### src/hw/eiu_pkg.sv
// Package: constants, register map and carriers for the external pin irq unit
package eiu_pkg;

  // APB register byte offsets
  localparam logic [7:0] CTRL_OFS   = 8'h00; // core_control_reg sense a/b
  localparam logic [7:0] CSR_OFS    = 8'h04; // core_control_status_reg
  localparam logic [7:0] EN_OFS     = 8'h08; // pin_irq_enable_reg
  localparam logic [7:0] FLAG_OFS   = 8'h0c; // pin_irq_flag_reg
  localparam logic [7:0] SLEEP_OFS  = 8'h10; // sleep / wake control
  localparam logic [7:0] STAT_OFS   = 8'h14; // live pin and request state

  // Field positions
  localparam int SENSE_A_LSB  = 0;  // ctrl [1:0]
  localparam int SENSE_B_LSB  = 2;  // ctrl [3:2]
  localparam int SENSE_C_BIT  = 6;  // csr bit 6
  localparam int PIN_C_BIT    = 5;  // enable/flag bit 5
  localparam int PIN_A_BIT    = 6;  // enable/flag bit 6
  localparam int PIN_B_BIT    = 7;  // enable/flag bit 7
  localparam int SLEEP_LSB    = 0;  // sleep [2:0] mode
  localparam int SUT_LSB      = 4;  // sleep [5:4] startup_time_select
  localparam int STAT_PIN_LSB  = 0; // status [2:0] synchronised pins
  localparam int STAT_REQ_LSB  = 4; // status [6:4] live requests
  localparam int STAT_WAKE_LSB = 8; // status [9:8] wake state

  // Pins rest high, so edge history starts there to avoid a false edge
  localparam logic [2:0] PIN_IDLE = 3'h7;

  // Wake-up timing: watchdog oscillator period and start-up steps
  localparam int WDT_PERIOD_NS = 1000;
  localparam int CLK_PERIOD_NS = 25;
  localparam int WDT_DIV = (WDT_PERIOD_NS + CLK_PERIOD_NS - 1) / CLK_PERIOD_NS;
  localparam int SUT_BASE_TICKS = 4; // watchdog ticks per startup step

  // Sense encodings for pins a and b
  typedef enum logic [1:0] {
    SENSE_LOW  = 2'b00,
    SENSE_ANY  = 2'b01,
    SENSE_FALL = 2'b10,
    SENSE_RISE = 2'b11
  } eiu_sense_type;

  // Sleep modes
  typedef enum logic [2:0] {
    SLP_RUN  = 3'b000,
    SLP_IDLE = 3'b001,
    SLP_DEEP = 3'b010
  } eiu_sleep_type;

  // Wake sequencer states
  typedef enum logic [1:0] {
    WK_AWAKE   = 2'b00,
    WK_ASLEEP  = 2'b01,
    WK_QUALIFY = 2'b10,
    WK_STARTUP = 2'b11
  } eiu_wake_type;

  // APB request carrier
  typedef struct packed {
    logic        psel;
    logic        penable;
    logic        pwrite;
    logic [7:0]  paddr;
    logic [31:0] pwdata;
  } eiu_apb_req_type;

  // APB answer carrier
  typedef struct packed {
    logic [31:0] prdata;
    logic        pready;
    logic        pslverr;
  } eiu_apb_rsp_type;

endpackage

### src/hw/eiu_top.sv
// External pin interrupt unit with APB registers and wake-up sequencer
// Behaviour
// - Three pins, each own request output
// - Pin used as output still interrupts
// - Pins a,b level/edge; pin c edge only
// - Level mode requests while pin low
// - Pin a,b edges need I/O clock
// - Low level and pin c edges clockless
// - Clockless conditions wake from any sleep
// - I/O clock stops outside idle sleep
// - Level wake outside idle sampled on two watchdog ticks; idle wakes at once
// - Wake if qualified or held to startup end
// - Level gone at startup end: no irq
// - Startup length from startup_time_select bits
// - Sense a/b: low, change, fall, rise
// - Pin c sense: 0 fall, 1 rise
// - Flag set on event, cleared by ack/write-one
// - Level mode: flag clear, request follows pin
module eiu_top
  import eiu_pkg::*;
#(
  parameter int WDT_DIV_P = WDT_DIV
) (
  input  wire logic                    pclk,
  input  wire logic                    presetn,
  input  wire eiu_pkg::eiu_apb_req_type apb_req,
  output      eiu_pkg::eiu_apb_rsp_type apb_rsp,
  input  wire logic                    ext_irq_pin_a,
  input  wire logic                    ext_irq_pin_b,
  input  wire logic                    ext_irq_pin_c,
  input  wire logic [2:0]              irq_ack,
  output      logic [2:0]              irq_req,
  output      logic                    io_clk_en,
  output      logic                    wake_req,
  output      logic                    cpu_awake
);
  import eiu_pkg::*;

  // All state of the unit
  typedef struct packed {
    logic [1:0]   sense_a;
    logic [1:0]   sense_b;
    logic         sense_c;
    logic [2:0]   enable;   // {b, a, c}
    logic [2:0]   flag;     // {b, a, c}
    logic [2:0]   sleep;
    logic [1:0]   startup_time_select;
    logic [2:0]   meta;     // first synchroniser stage
    logic [2:0]   sync;     // second synchroniser stage
    logic [2:0]   prev;     // previous sample for edges
    logic [15:0]  div_cnt;
    logic [1:0]   qual;     // watchdog-tick level samples
    logic [7:0]   sut_cnt;
    eiu_wake_type wk;
    logic         latched;  // level qualified on two samples
    logic [31:0]  prdata;
  } eiu_state_type;

  eiu_state_type s_q;
  eiu_state_type s_d;

  logic          wr_en;
  logic          rd_en;
  logic          wdt_tick;
  logic          edge_a;
  logic          edge_b;
  logic          edge_c;
  logic          lvl_a;
  logic          lvl_b;
  logic          lvl_any;
  logic          io_clk_run;
  logic [2:0]    flag_clr;
  logic [7:0]    sut_len;

  // APB strobes: one-cycle access, always ready
  assign wr_en = apb_req.psel && apb_req.penable && apb_req.pwrite;
  assign rd_en = apb_req.psel && !apb_req.penable && !apb_req.pwrite;
  assign apb_rsp.pready  = 1'b1;
  assign apb_rsp.pslverr = 1'b0;
  assign apb_rsp.prdata  = s_q.prdata;

  // Watchdog-oscillator tick derived by a divider
  assign wdt_tick = (s_q.div_cnt == 16'(WDT_DIV_P - 1));

  // I/O clock runs while awake or in idle only
  assign io_clk_run = (s_q.wk == WK_AWAKE) ||
                      (s_q.sleep == SLP_IDLE);

  // Level detection is a plain gate on the synchronised pin
  assign lvl_a = (s_q.sense_a == SENSE_LOW) && !s_q.sync[0];
  assign lvl_b = (s_q.sense_b == SENSE_LOW) && !s_q.sync[1];
  assign lvl_any = (lvl_a && s_q.enable[PIN_A_BIT-PIN_C_BIT]) ||
                   (lvl_b && s_q.enable[PIN_B_BIT-PIN_C_BIT]);

  // Edge decode from current against previous sample
  function automatic logic edge_hit(input logic [1:0] sense,
                                    input logic cur, input logic old);
    logic hit;
    hit = 1'b0;
    case (sense)
      SENSE_ANY:  hit = cur ^ old;
      SENSE_FALL: hit = old && !cur;
      SENSE_RISE: hit = !old && cur;
      default:    hit = 1'b0;
    endcase
    return hit;
  endfunction

  // Pins a,b edges only while the I/O clock runs; pin c always
  assign edge_a = io_clk_run &&
                  edge_hit(s_q.sense_a, s_q.sync[0], s_q.prev[0]);
  assign edge_b = io_clk_run &&
                  edge_hit(s_q.sense_b, s_q.sync[1], s_q.prev[1]);
  assign edge_c = s_q.sense_c ? (!s_q.prev[2] && s_q.sync[2])
                              : (s_q.prev[2] && !s_q.sync[2]);

  // Start-up length in watchdog ticks from the select bits
  assign sut_len = 8'(SUT_BASE_TICKS) << s_q.startup_time_select;

  // Flag clears: service acknowledge or write-one
  always_comb begin
    flag_clr = irq_ack;
    if (wr_en && apb_req.paddr == FLAG_OFS) begin
      flag_clr = flag_clr | apb_req.pwdata[PIN_B_BIT:PIN_C_BIT];
    end
  end

  // Next-state logic
  always_comb begin
    s_d = s_q;
    // Pin value is seen whatever its direction
    s_d.meta = {ext_irq_pin_c, ext_irq_pin_b, ext_irq_pin_a};
    s_d.sync = s_q.meta;
    s_d.prev = s_q.sync;
    s_d.div_cnt = wdt_tick ? 16'h0000 : s_q.div_cnt + 16'h0001;

    // Flags: set beats clear so no event is lost
    s_d.flag = s_q.flag & ~flag_clr;
    if (edge_c) begin
      s_d.flag[0] = 1'b1;
    end
    if (edge_a) begin
      s_d.flag[1] = 1'b1;
    end
    if (edge_b) begin
      s_d.flag[2] = 1'b1;
    end
    if (s_q.sense_a == SENSE_LOW) begin
      s_d.flag[1] = 1'b0;
    end
    if (s_q.sense_b == SENSE_LOW) begin
      s_d.flag[2] = 1'b0;
    end

    // Register writes
    if (wr_en) begin
      case (apb_req.paddr)
        CTRL_OFS: begin
          s_d.sense_a = apb_req.pwdata[SENSE_A_LSB +: 2];
          s_d.sense_b = apb_req.pwdata[SENSE_B_LSB +: 2];
        end
        CSR_OFS:   s_d.sense_c = apb_req.pwdata[SENSE_C_BIT];
        EN_OFS:    s_d.enable = apb_req.pwdata[PIN_B_BIT:PIN_C_BIT];
        SLEEP_OFS: begin
          s_d.sleep = apb_req.pwdata[SLEEP_LSB +: 3];
          s_d.startup_time_select   = apb_req.pwdata[SUT_LSB +: 2];
        end
        default: ;
      endcase
    end

    // Register reads, taken in setup so data is ready in access
    if (rd_en) begin
      s_d.prdata = 32'h0000_0000;
      case (apb_req.paddr)
        CTRL_OFS: begin
          s_d.prdata[SENSE_A_LSB +: 2] = s_q.sense_a;
          s_d.prdata[SENSE_B_LSB +: 2] = s_q.sense_b;
        end
        CSR_OFS:   s_d.prdata[SENSE_C_BIT] = s_q.sense_c;
        EN_OFS:    s_d.prdata[PIN_B_BIT:PIN_C_BIT] = s_q.enable;
        FLAG_OFS:  s_d.prdata[PIN_B_BIT:PIN_C_BIT] = s_q.flag;
        SLEEP_OFS: begin
          s_d.prdata[SLEEP_LSB +: 3] = s_q.sleep;
          s_d.prdata[SUT_LSB +: 2]   = s_q.startup_time_select;
        end
        STAT_OFS: begin
          s_d.prdata[STAT_PIN_LSB +: 3]  = s_q.sync;
          s_d.prdata[STAT_REQ_LSB +: 3]  = irq_req;
          s_d.prdata[STAT_WAKE_LSB +: 2] = s_q.wk;
        end
        default: ;
      endcase
    end

    // Wake sequencer
    case (s_q.wk)
      WK_AWAKE: begin
        if (s_q.sleep != SLP_RUN &&
            !(wr_en && apb_req.paddr == SLEEP_OFS)) begin
          s_d.wk = WK_ASLEEP;
          s_d.latched = 1'b0;
        end
      end
      WK_ASLEEP: begin
        // Clockless sources wake from any sleep depth
        if (|(s_q.flag & s_q.enable) || (edge_c && s_q.enable[0])) begin
          s_d.wk = WK_STARTUP;
          s_d.sut_cnt = 8'h00;
        end else if (lvl_any && s_q.sleep == SLP_IDLE) begin
          s_d.wk = WK_STARTUP;
          s_d.sut_cnt = 8'h00;
        end else if (lvl_any) begin
          s_d.wk = WK_QUALIFY;
          s_d.qual = 2'b00;
        end
      end
      WK_QUALIFY: begin
        if (wdt_tick) begin
          s_d.qual = {s_q.qual[0], lvl_any};
          if (s_q.qual[0] && lvl_any) begin
            s_d.latched = 1'b1;
            s_d.wk = WK_STARTUP;
            s_d.sut_cnt = 8'h00;
          end else if (!lvl_any) begin
            s_d.wk = WK_ASLEEP;
          end
        end
      end
      WK_STARTUP: begin
        if (wdt_tick) begin
          s_d.sut_cnt = s_q.sut_cnt + 8'h01;
          if (s_q.sut_cnt == sut_len - 8'h01) begin
            s_d.wk = WK_AWAKE;
            s_d.sleep = SLP_RUN;
          end
        end
      end
      default: s_d.wk = WK_AWAKE;
    endcase
  end

  // State register
  always_ff @(posedge pclk or negedge presetn) begin
    if (!presetn) begin
      s_q <= '0;
      s_q.sync <= PIN_IDLE;
      s_q.meta <= PIN_IDLE;
      s_q.prev <= PIN_IDLE;
    end else begin
      s_q <= s_d;
    end
  end

  // Requests: level follows the pin only when awake, so a level
  // gone before start-up ends raises nothing
  assign irq_req[0] = s_q.enable[0] && s_q.flag[0];
  assign irq_req[1] = s_q.enable[1] && (s_q.flag[1] ||
                      (lvl_a && s_q.wk == WK_AWAKE));
  assign irq_req[2] = s_q.enable[2] && (s_q.flag[2] ||
                      (lvl_b && s_q.wk == WK_AWAKE));
  assign io_clk_en = io_clk_run;
  assign wake_req  = (s_q.wk == WK_STARTUP);
  assign cpu_awake = (s_q.wk == WK_AWAKE);
endmodule

### config.mk
export PLATFORM = sky130hd
export DESIGN_NAME = eiu_top
export DESIGN_NICKNAME = d
export VERILOG_FILES = /design/src/hw/eiu_pkg.sv /design/src/hw/eiu_top.sv
export SDC_FILE = /design/constraint.sdc
export NUM_CORES = 1
export LEC_CHECK = 0
export ABC_AREA = 0
export BUFFER_PORTS_ARGS = -buffer_cell sky130_fd_sc_hd__clkbuf_2
export CAP_MARGIN = 20
export CELL_PAD_IN_SITES_DETAIL_PLACEMENT = 0
export CELL_PAD_IN_SITES_GLOBAL_PLACEMENT = 1
export CORE_MARGIN = 5
export CORE_UTILIZATION = 40
export CTS_CLUSTER_SIZE = 40
export DETAILED_ROUTE_END_ITERATION = 8
export HOLD_SLACK_MARGIN = 0.15
export PLACE_DENSITY_LB_ADDON = 0.1
export SYNTH_ARGS = -nofsm -noshare
export SYNTH_HDL_FRONTEND = slang
export SYNTH_SLANG_ARGS = --single-unit
### constraint.sdc
create_clock -name pclk -period 2.5 [get_ports pclk]
set_clock_uncertainty 0.05 [all_clocks]
set_input_delay 0.25 -clock pclk [delete_from_list [all_inputs] [get_ports pclk]]
set_output_delay 0.25 -clock pclk [all_outputs]
set_load 0.05 [all_outputs]
# == Yosys cells after proc, flatten, opt, wreduce, memory -nomap -nowiden ==
# Index checks and enable logic that the tools add are counted.
# op_classes
add_sub_neg,3
n_mul,0
div_mod_pow,0
magnitude_cmp,0
n_eq_ne,28
n_shift,1
mux,40
n_bitwise,6
reduce_logical,56
# ops
operator,count
logical AND 1 bit,27
case mux 8 bit (3 select lines),1
two-way mux 10 bit,2
"adder 16 x 1 -> 16 bit, second input constant",1
"== test 16 x 6 -> 1 bit, second input constant",1
"== test 8 x 4 -> 1 bit, second input constant",2
"== test 8 x 5 -> 1 bit, second input constant",2
two-way mux 16 bit,1
two-way mux 8 bit,2
two-way mux 3 bit,5
"== test 2 bit, second input constant",6
two-way mux 12 bit,1
two-way mux 2 bit,6
two-way mux 1 bit,11
two-way mux 5 bit,2
"inequality test 2 bit, second input constant",5
AND reduction 5 bit,2
logical NOT 1 bit,9
case mux 3 bit (3 select lines),1
"adder 8 x 1 -> 8 bit, second input constant",1
"== test 8 x 3 -> 1 bit, second input constant",1
== test 8 bit,1
logical NOT 8 bit,1
case mux 1 bit (4 select lines),2
other kinds (21),41
# totals
register_bits,62
latch_bits,0
mem_bits_rw,0
mem_bits_ro,0
in_bits,51
output_inout_bits,40
elab_cells,149
n_memories,0

# == Logic depth before layout (Yosys ltp) ==
# logic_depth
depth_word,8
depth_mapped,8
ltp_nobuf,8

# == Worst setup path before layout ==
# Ideal clock, no wire load.
# synth_path
path_kind,reg-to-reg
start,reg s_q[33] in the netlist's numbering
end,"reg s_q, in the netlist apb_rsp[7]"
setup_ps,83
t_arrival_ps,2369
required_time_ps,2367
setup_slack_ps,-2
path_stages_with_launch,7
path_buffers,1
period_less_slack_ps,2502
path_cell_list,dfrtp_1 clkbuf_1 nor2_1 a22o_1 mux2i_1 o22a_1 o21ai_0
# synth_between
elab_chain_cells,5
# synth_lines
item,line,source
"start, declared",eiu_top.sv:59,eiu_state_type s_q;
logical NOT 2 bit,--,
via cpu_awake,eiu_top.sv:35,output logic cpu_awake
logical AND 1 bit,eiu_top.sv:259,(lvl_a && s_q.wk == WK_AWAKE));
logical OR 1 bit,eiu_top.sv:258,assign irq_req[1] = s_q.enable[1] && (s_q.flag[1] ||
logical AND 1 bit,eiu_top.sv:258,
via irq_req[1],eiu_top.sv:32,"output logic [2:0] irq_req,"
case mux 1 bit (4 select lines),eiu_top.sv:175,case (apb_req.paddr)
# The timed path passes the listed nets, and every way through them passes these cells.
# A chain may end at the register's enable or synchronous reset.

# == Final worst setup path ==
# layout_path
start,reg s_q[71] in the netlist's numbering
end,reg s_q[34] in the netlist's numbering
# layout_between
elab_chain_cells,5
# layout_lines
item,line,source
left shift 3 x 2 -> 8 bit,eiu_top.sv:118,assign sut_len = 8'(SUT_BASE_TICKS) << s_q.startup_time_select;
subtractor 8 x 1 -> 8 bit,eiu_top.sv:233,if (s_q.sut_cnt == sut_len - 8'h01) begin
== test 8 bit,eiu_top.sv:233,
inequality test 2 x 1 -> 1 bit (no source line),--,
AND reduction 6 bit (no source line),--,
# Every way passes these cells.

==> flow_metrics.tcl <==
set metrics [dict create \
    synth_area_leader_cell "dfrtp_1" \
    cts_made_buffers 9 \
    crit_fanout 5 \
    whs_endpoint "s_q[79]" \
    htree_num_levels 3 \
    synthMuxAreaShare 0.0732 \
    ant_nets 0 \
    p_per_area_mw_per_mm2 568 \
    synth_top_area_frac 0.382 \
    p_int_w 0.00157 \
    syn_area_sq_mm 0.00347 \
    synth_compound_gate_area_share 0.0916 \
    row_count 34 \
    worstRegToRegCells 7 \
    gr-total-overflow 0 \
    max_slew_margin 0.556 \
    synth_xor_area_frac 0.0505 \
    timing.rr.start "s_q[71]" \
    worst_path_largest_cell_delay_ps 430 \
    wl_per_cell_um 14.7 \
    synth_top_family_by_area "simple AND/OR/NAND/NOR gates" \
    ios 91 \
    reg2reg_to "s_q[34]" \
    r2r_slack_ps 190 \
    post_cts_buffers 0 \
    fin_crit_sh 0.922 \
    track_usage 0.153 \
    n_fill_cell 868 \
    fp.dieArea_sq_mm 0.0106 \
    regArea_sq_mm 0.00156 \
    drt_iter0_drc 114 \
    crit_slowest_cell "or4_4" \
    via_count 2585 \
    drv_slew 0 \
    synthSimpleGateAreaFrac 0.217 \
    p_switching_w 0.000699 \
    hold_depth 2 \
    startpoint_type "register" \
    start_util 0.404 \
    ir_worst_vdd_mv 0.326 \
    p_comb_frac 0.183 \
    die_y_um 103 \
    max-cap-violations 0 \
    synth_fa_ha_area_frac 0.0253 \
    clockPowerShare 0.344 \
    clockRootBuffer "clkbuf_8" \
    worstPathCellList "or2_1, ha_1, xnor2_1, or4_4, nor4b_4, nor3_1, o21a_1" \
    ys_ff_latch 62 \
    die_x_um 103 \
    p_leak_nw 1.91 \
    clk_latency_ps 330 \
    cts_tree "done" \
    n_antenna_cell 0 \
    finalSetupViolCount 0 \
    final_nets 467 \
    finalHoldViolations 0 \
    totalWireLength_mm 7.67 \
    final_layout_size_suffix_gt1_frac 0.230 \
    drc 0 \
    max_slew.worst_pin.slew_ps 666 \
    cp-end-kind "register" \
    grt_pass1_vias 2472 \
    fp.coreArea_sq_mm 0.00859 \
    syn_inst 352 \
    yosysUniqueCellTypes 53 \
    cts_sinks 62 \
    clock.fmax_mhz 434 \
    seqPwrFrac 0.473 \
    area_growth_pct 15.3 \
    synth_area_leaders "dfrtp_1 38%, buf_4 7.4%, dfstp_2 6.8%" \
    place.gp.congestion 0.788 \
    syn_avg_cell_area_sq_um 9.85 \
    min_from "apb_req[6]" \
    finalSetupTns_ps 0 \
    switching_share 0.308 \
    ys_seq_area_frac 0.451 \
    crit_family "simple AND/OR/NAND/NOR gates" \
    clk_pin_slew_ps 70 \
    status "finished, final reports clean" \
    finalCriticalPeriod_ps 2310 \
    total_power_w 0.00227 \
    cp.buffers_inverters 0 \
    holdCritPathClass "input port to register" \
    io_buffers 42 \
    critical_path_class "register to register" \
    critPathRequiredTime_ps 2670 \
    antenna_found_initial 0 \
    vias_per_cell 4.96 \
    dr.pass1.iters 5 \
    cp.arrival_ps 2480 \
    grt_pass1_wl_mm 12.5 \
    dp.final_hpwl_mm 5.72 \
    grt_setup_unrepaired "no" \
    ys_warn_count 0 \
    multiInputGateArea_sq_mm 0.00168 \
    grt_max_degree 41 \
    clockBufferDepth 2 \
]
cell usage after synthesis, drive strengths merged:
master / n
a21boi: 2
a21o: 2
a21oi: 9
a222oi: 1
a22o: 3
a2bb2oi: 1
and2: 5
and3: 3
and4: 2
buf: 35
clkbuf: 6
conb: 2
dfrtp: 53
dfstp: 9
ha: 7
inv: 8
mux2: 11
mux2i: 13
nand2: 42
nand2b: 4
nand3: 16
nand3b: 1
nand4: 5
nand4b: 3
nand4bb: 1
nor2: 32
nor2b: 5
nor3: 6
nor3b: 1
nor4: 3
nor4b: 5
nor4bb: 2
o211a: 1
o211ai: 2
o21a: 3
o21ai: 16
o22a: 2
o22ai: 1
o2bb2a: 1
o31ai: 4
or2: 1
or3: 1
or4: 2
xnor2: 11
xor2: 9
cell type report:
| type | count | area share |
|---|---|---|
| multi-input cells | 263 | 0.420 |
| flip-flops and latches | 62 | 0.391 |
| repair buffers | 65 | 0.106 |
| clock buffers | 14 | 0.0407 |
| well taps | 108 | 0.0338 |
| inverters | 8 | 0.00751 |
| clock inverters | 1 | 0.00125 |
kinds of logic (layout without fill, tap and decap cells):
logic type / count (synthesis) / after routing
AND/OR/NAND/NOR: 140 / 140
flip-flops: 62 / 62
buffers and inverters: 49 / 88
AO/OA/AOI/OAI: 48 / 48
multiplexers: 24 / 24
XOR/XNOR: 20 / 20
adder cells (fa/ha/maj): 7 / 7
other: 2 / 24
layout by cell type (no fill, tap or decap), drive strengths merged, types with 3 or more instances in the layout:
cell,count
a21oi,9
a22o,3
and2,5
and3,3
buf,12
clkbuf,56
conb,24
dfrtp,53
dfstp,9
dlygate4sd3,11
ha,7
inv,8
mux2,11
mux2i,13
nand2,42
nand2b,4
nand3,16
nand4,5
nand4b,3
nor2,32
nor2b,5
nor3,6
nor4,3
nor4b,5
o21a,3
o21ai,16
o31ai,4
xnor2,11
xor2,9
flip-flops by register name (all words and copies together) (netlist names):
register	count
apb_rsp	10
s_q	46
s_d	6
routing by layer:
metal | routed length, um | vias to the layer above | global-route usage
met2 | 3500 | 57 | 0.234
met3 | 343 | 6 | 0.0298
met1 | 3740 | 1241 | 0.217
met5 | 0 | - | 0
li1 | - | 1281 | -
met4 | 80 | 0 | 0.0508
power groups by stage:
stage	clock [W]	sequential, W	combinational [W]
2_1_floorplan	0	0.00106	0.000325
3_3_place_gp	0	0.00109	0.000404
3_5_place_dp	0	0.00109	0.000406
4_1_cts	0.000810	0.00107	0.000420
5_1_grt	0.000852	0.00108	0.000455
6_report	0.000781	0.00107	0.000415
repair_timing:
item                                    in CTS  in global routing
hold buffers                                11                  0
endpoints found under the setup margin       0                  0
hold endpoints to repair                    33                  0
gates resized for setup                      0                  0
how the worst max path moves through the flow:
stage / startpoint / endpoint / slack, ps / depth (start not counted)
3_5_place_dp: s_q[71] / s_q[34] / 200 / 7
3_3_place_gp: s_q[71] / s_q[34] / 190 / 7
4_1_cts: s_q[71] / s_q[34] / 180 / 7
2_1_floorplan: s_q[70] / s_q[34] / 230 / 7
5_1_grt: s_q[71] / s_q[34] / 90 / 7
6_report: s_q[71] / s_q[34] / 190 / 7
metrics by stage:
stage / instance area [sq um] / std cells / util / hold WS, ps / worst slack, ps
after floorplan: 3550 / 374 / - / -95.6 / 231
after global placement: 3720 / 495 / 0.433 / 262 / 189
after detailed placement: 3720 / 495 / 0.433 / 266 / 202
after CTS: 4000 / 521 / 0.465 / 152 / 184
after global routing: 4000 / 521 / 0.465 / 158 / 94.6
final: 4000 / 521 / 0.465 / 159 / 194
Note: power is estimated with default switching activity, not from simulation.
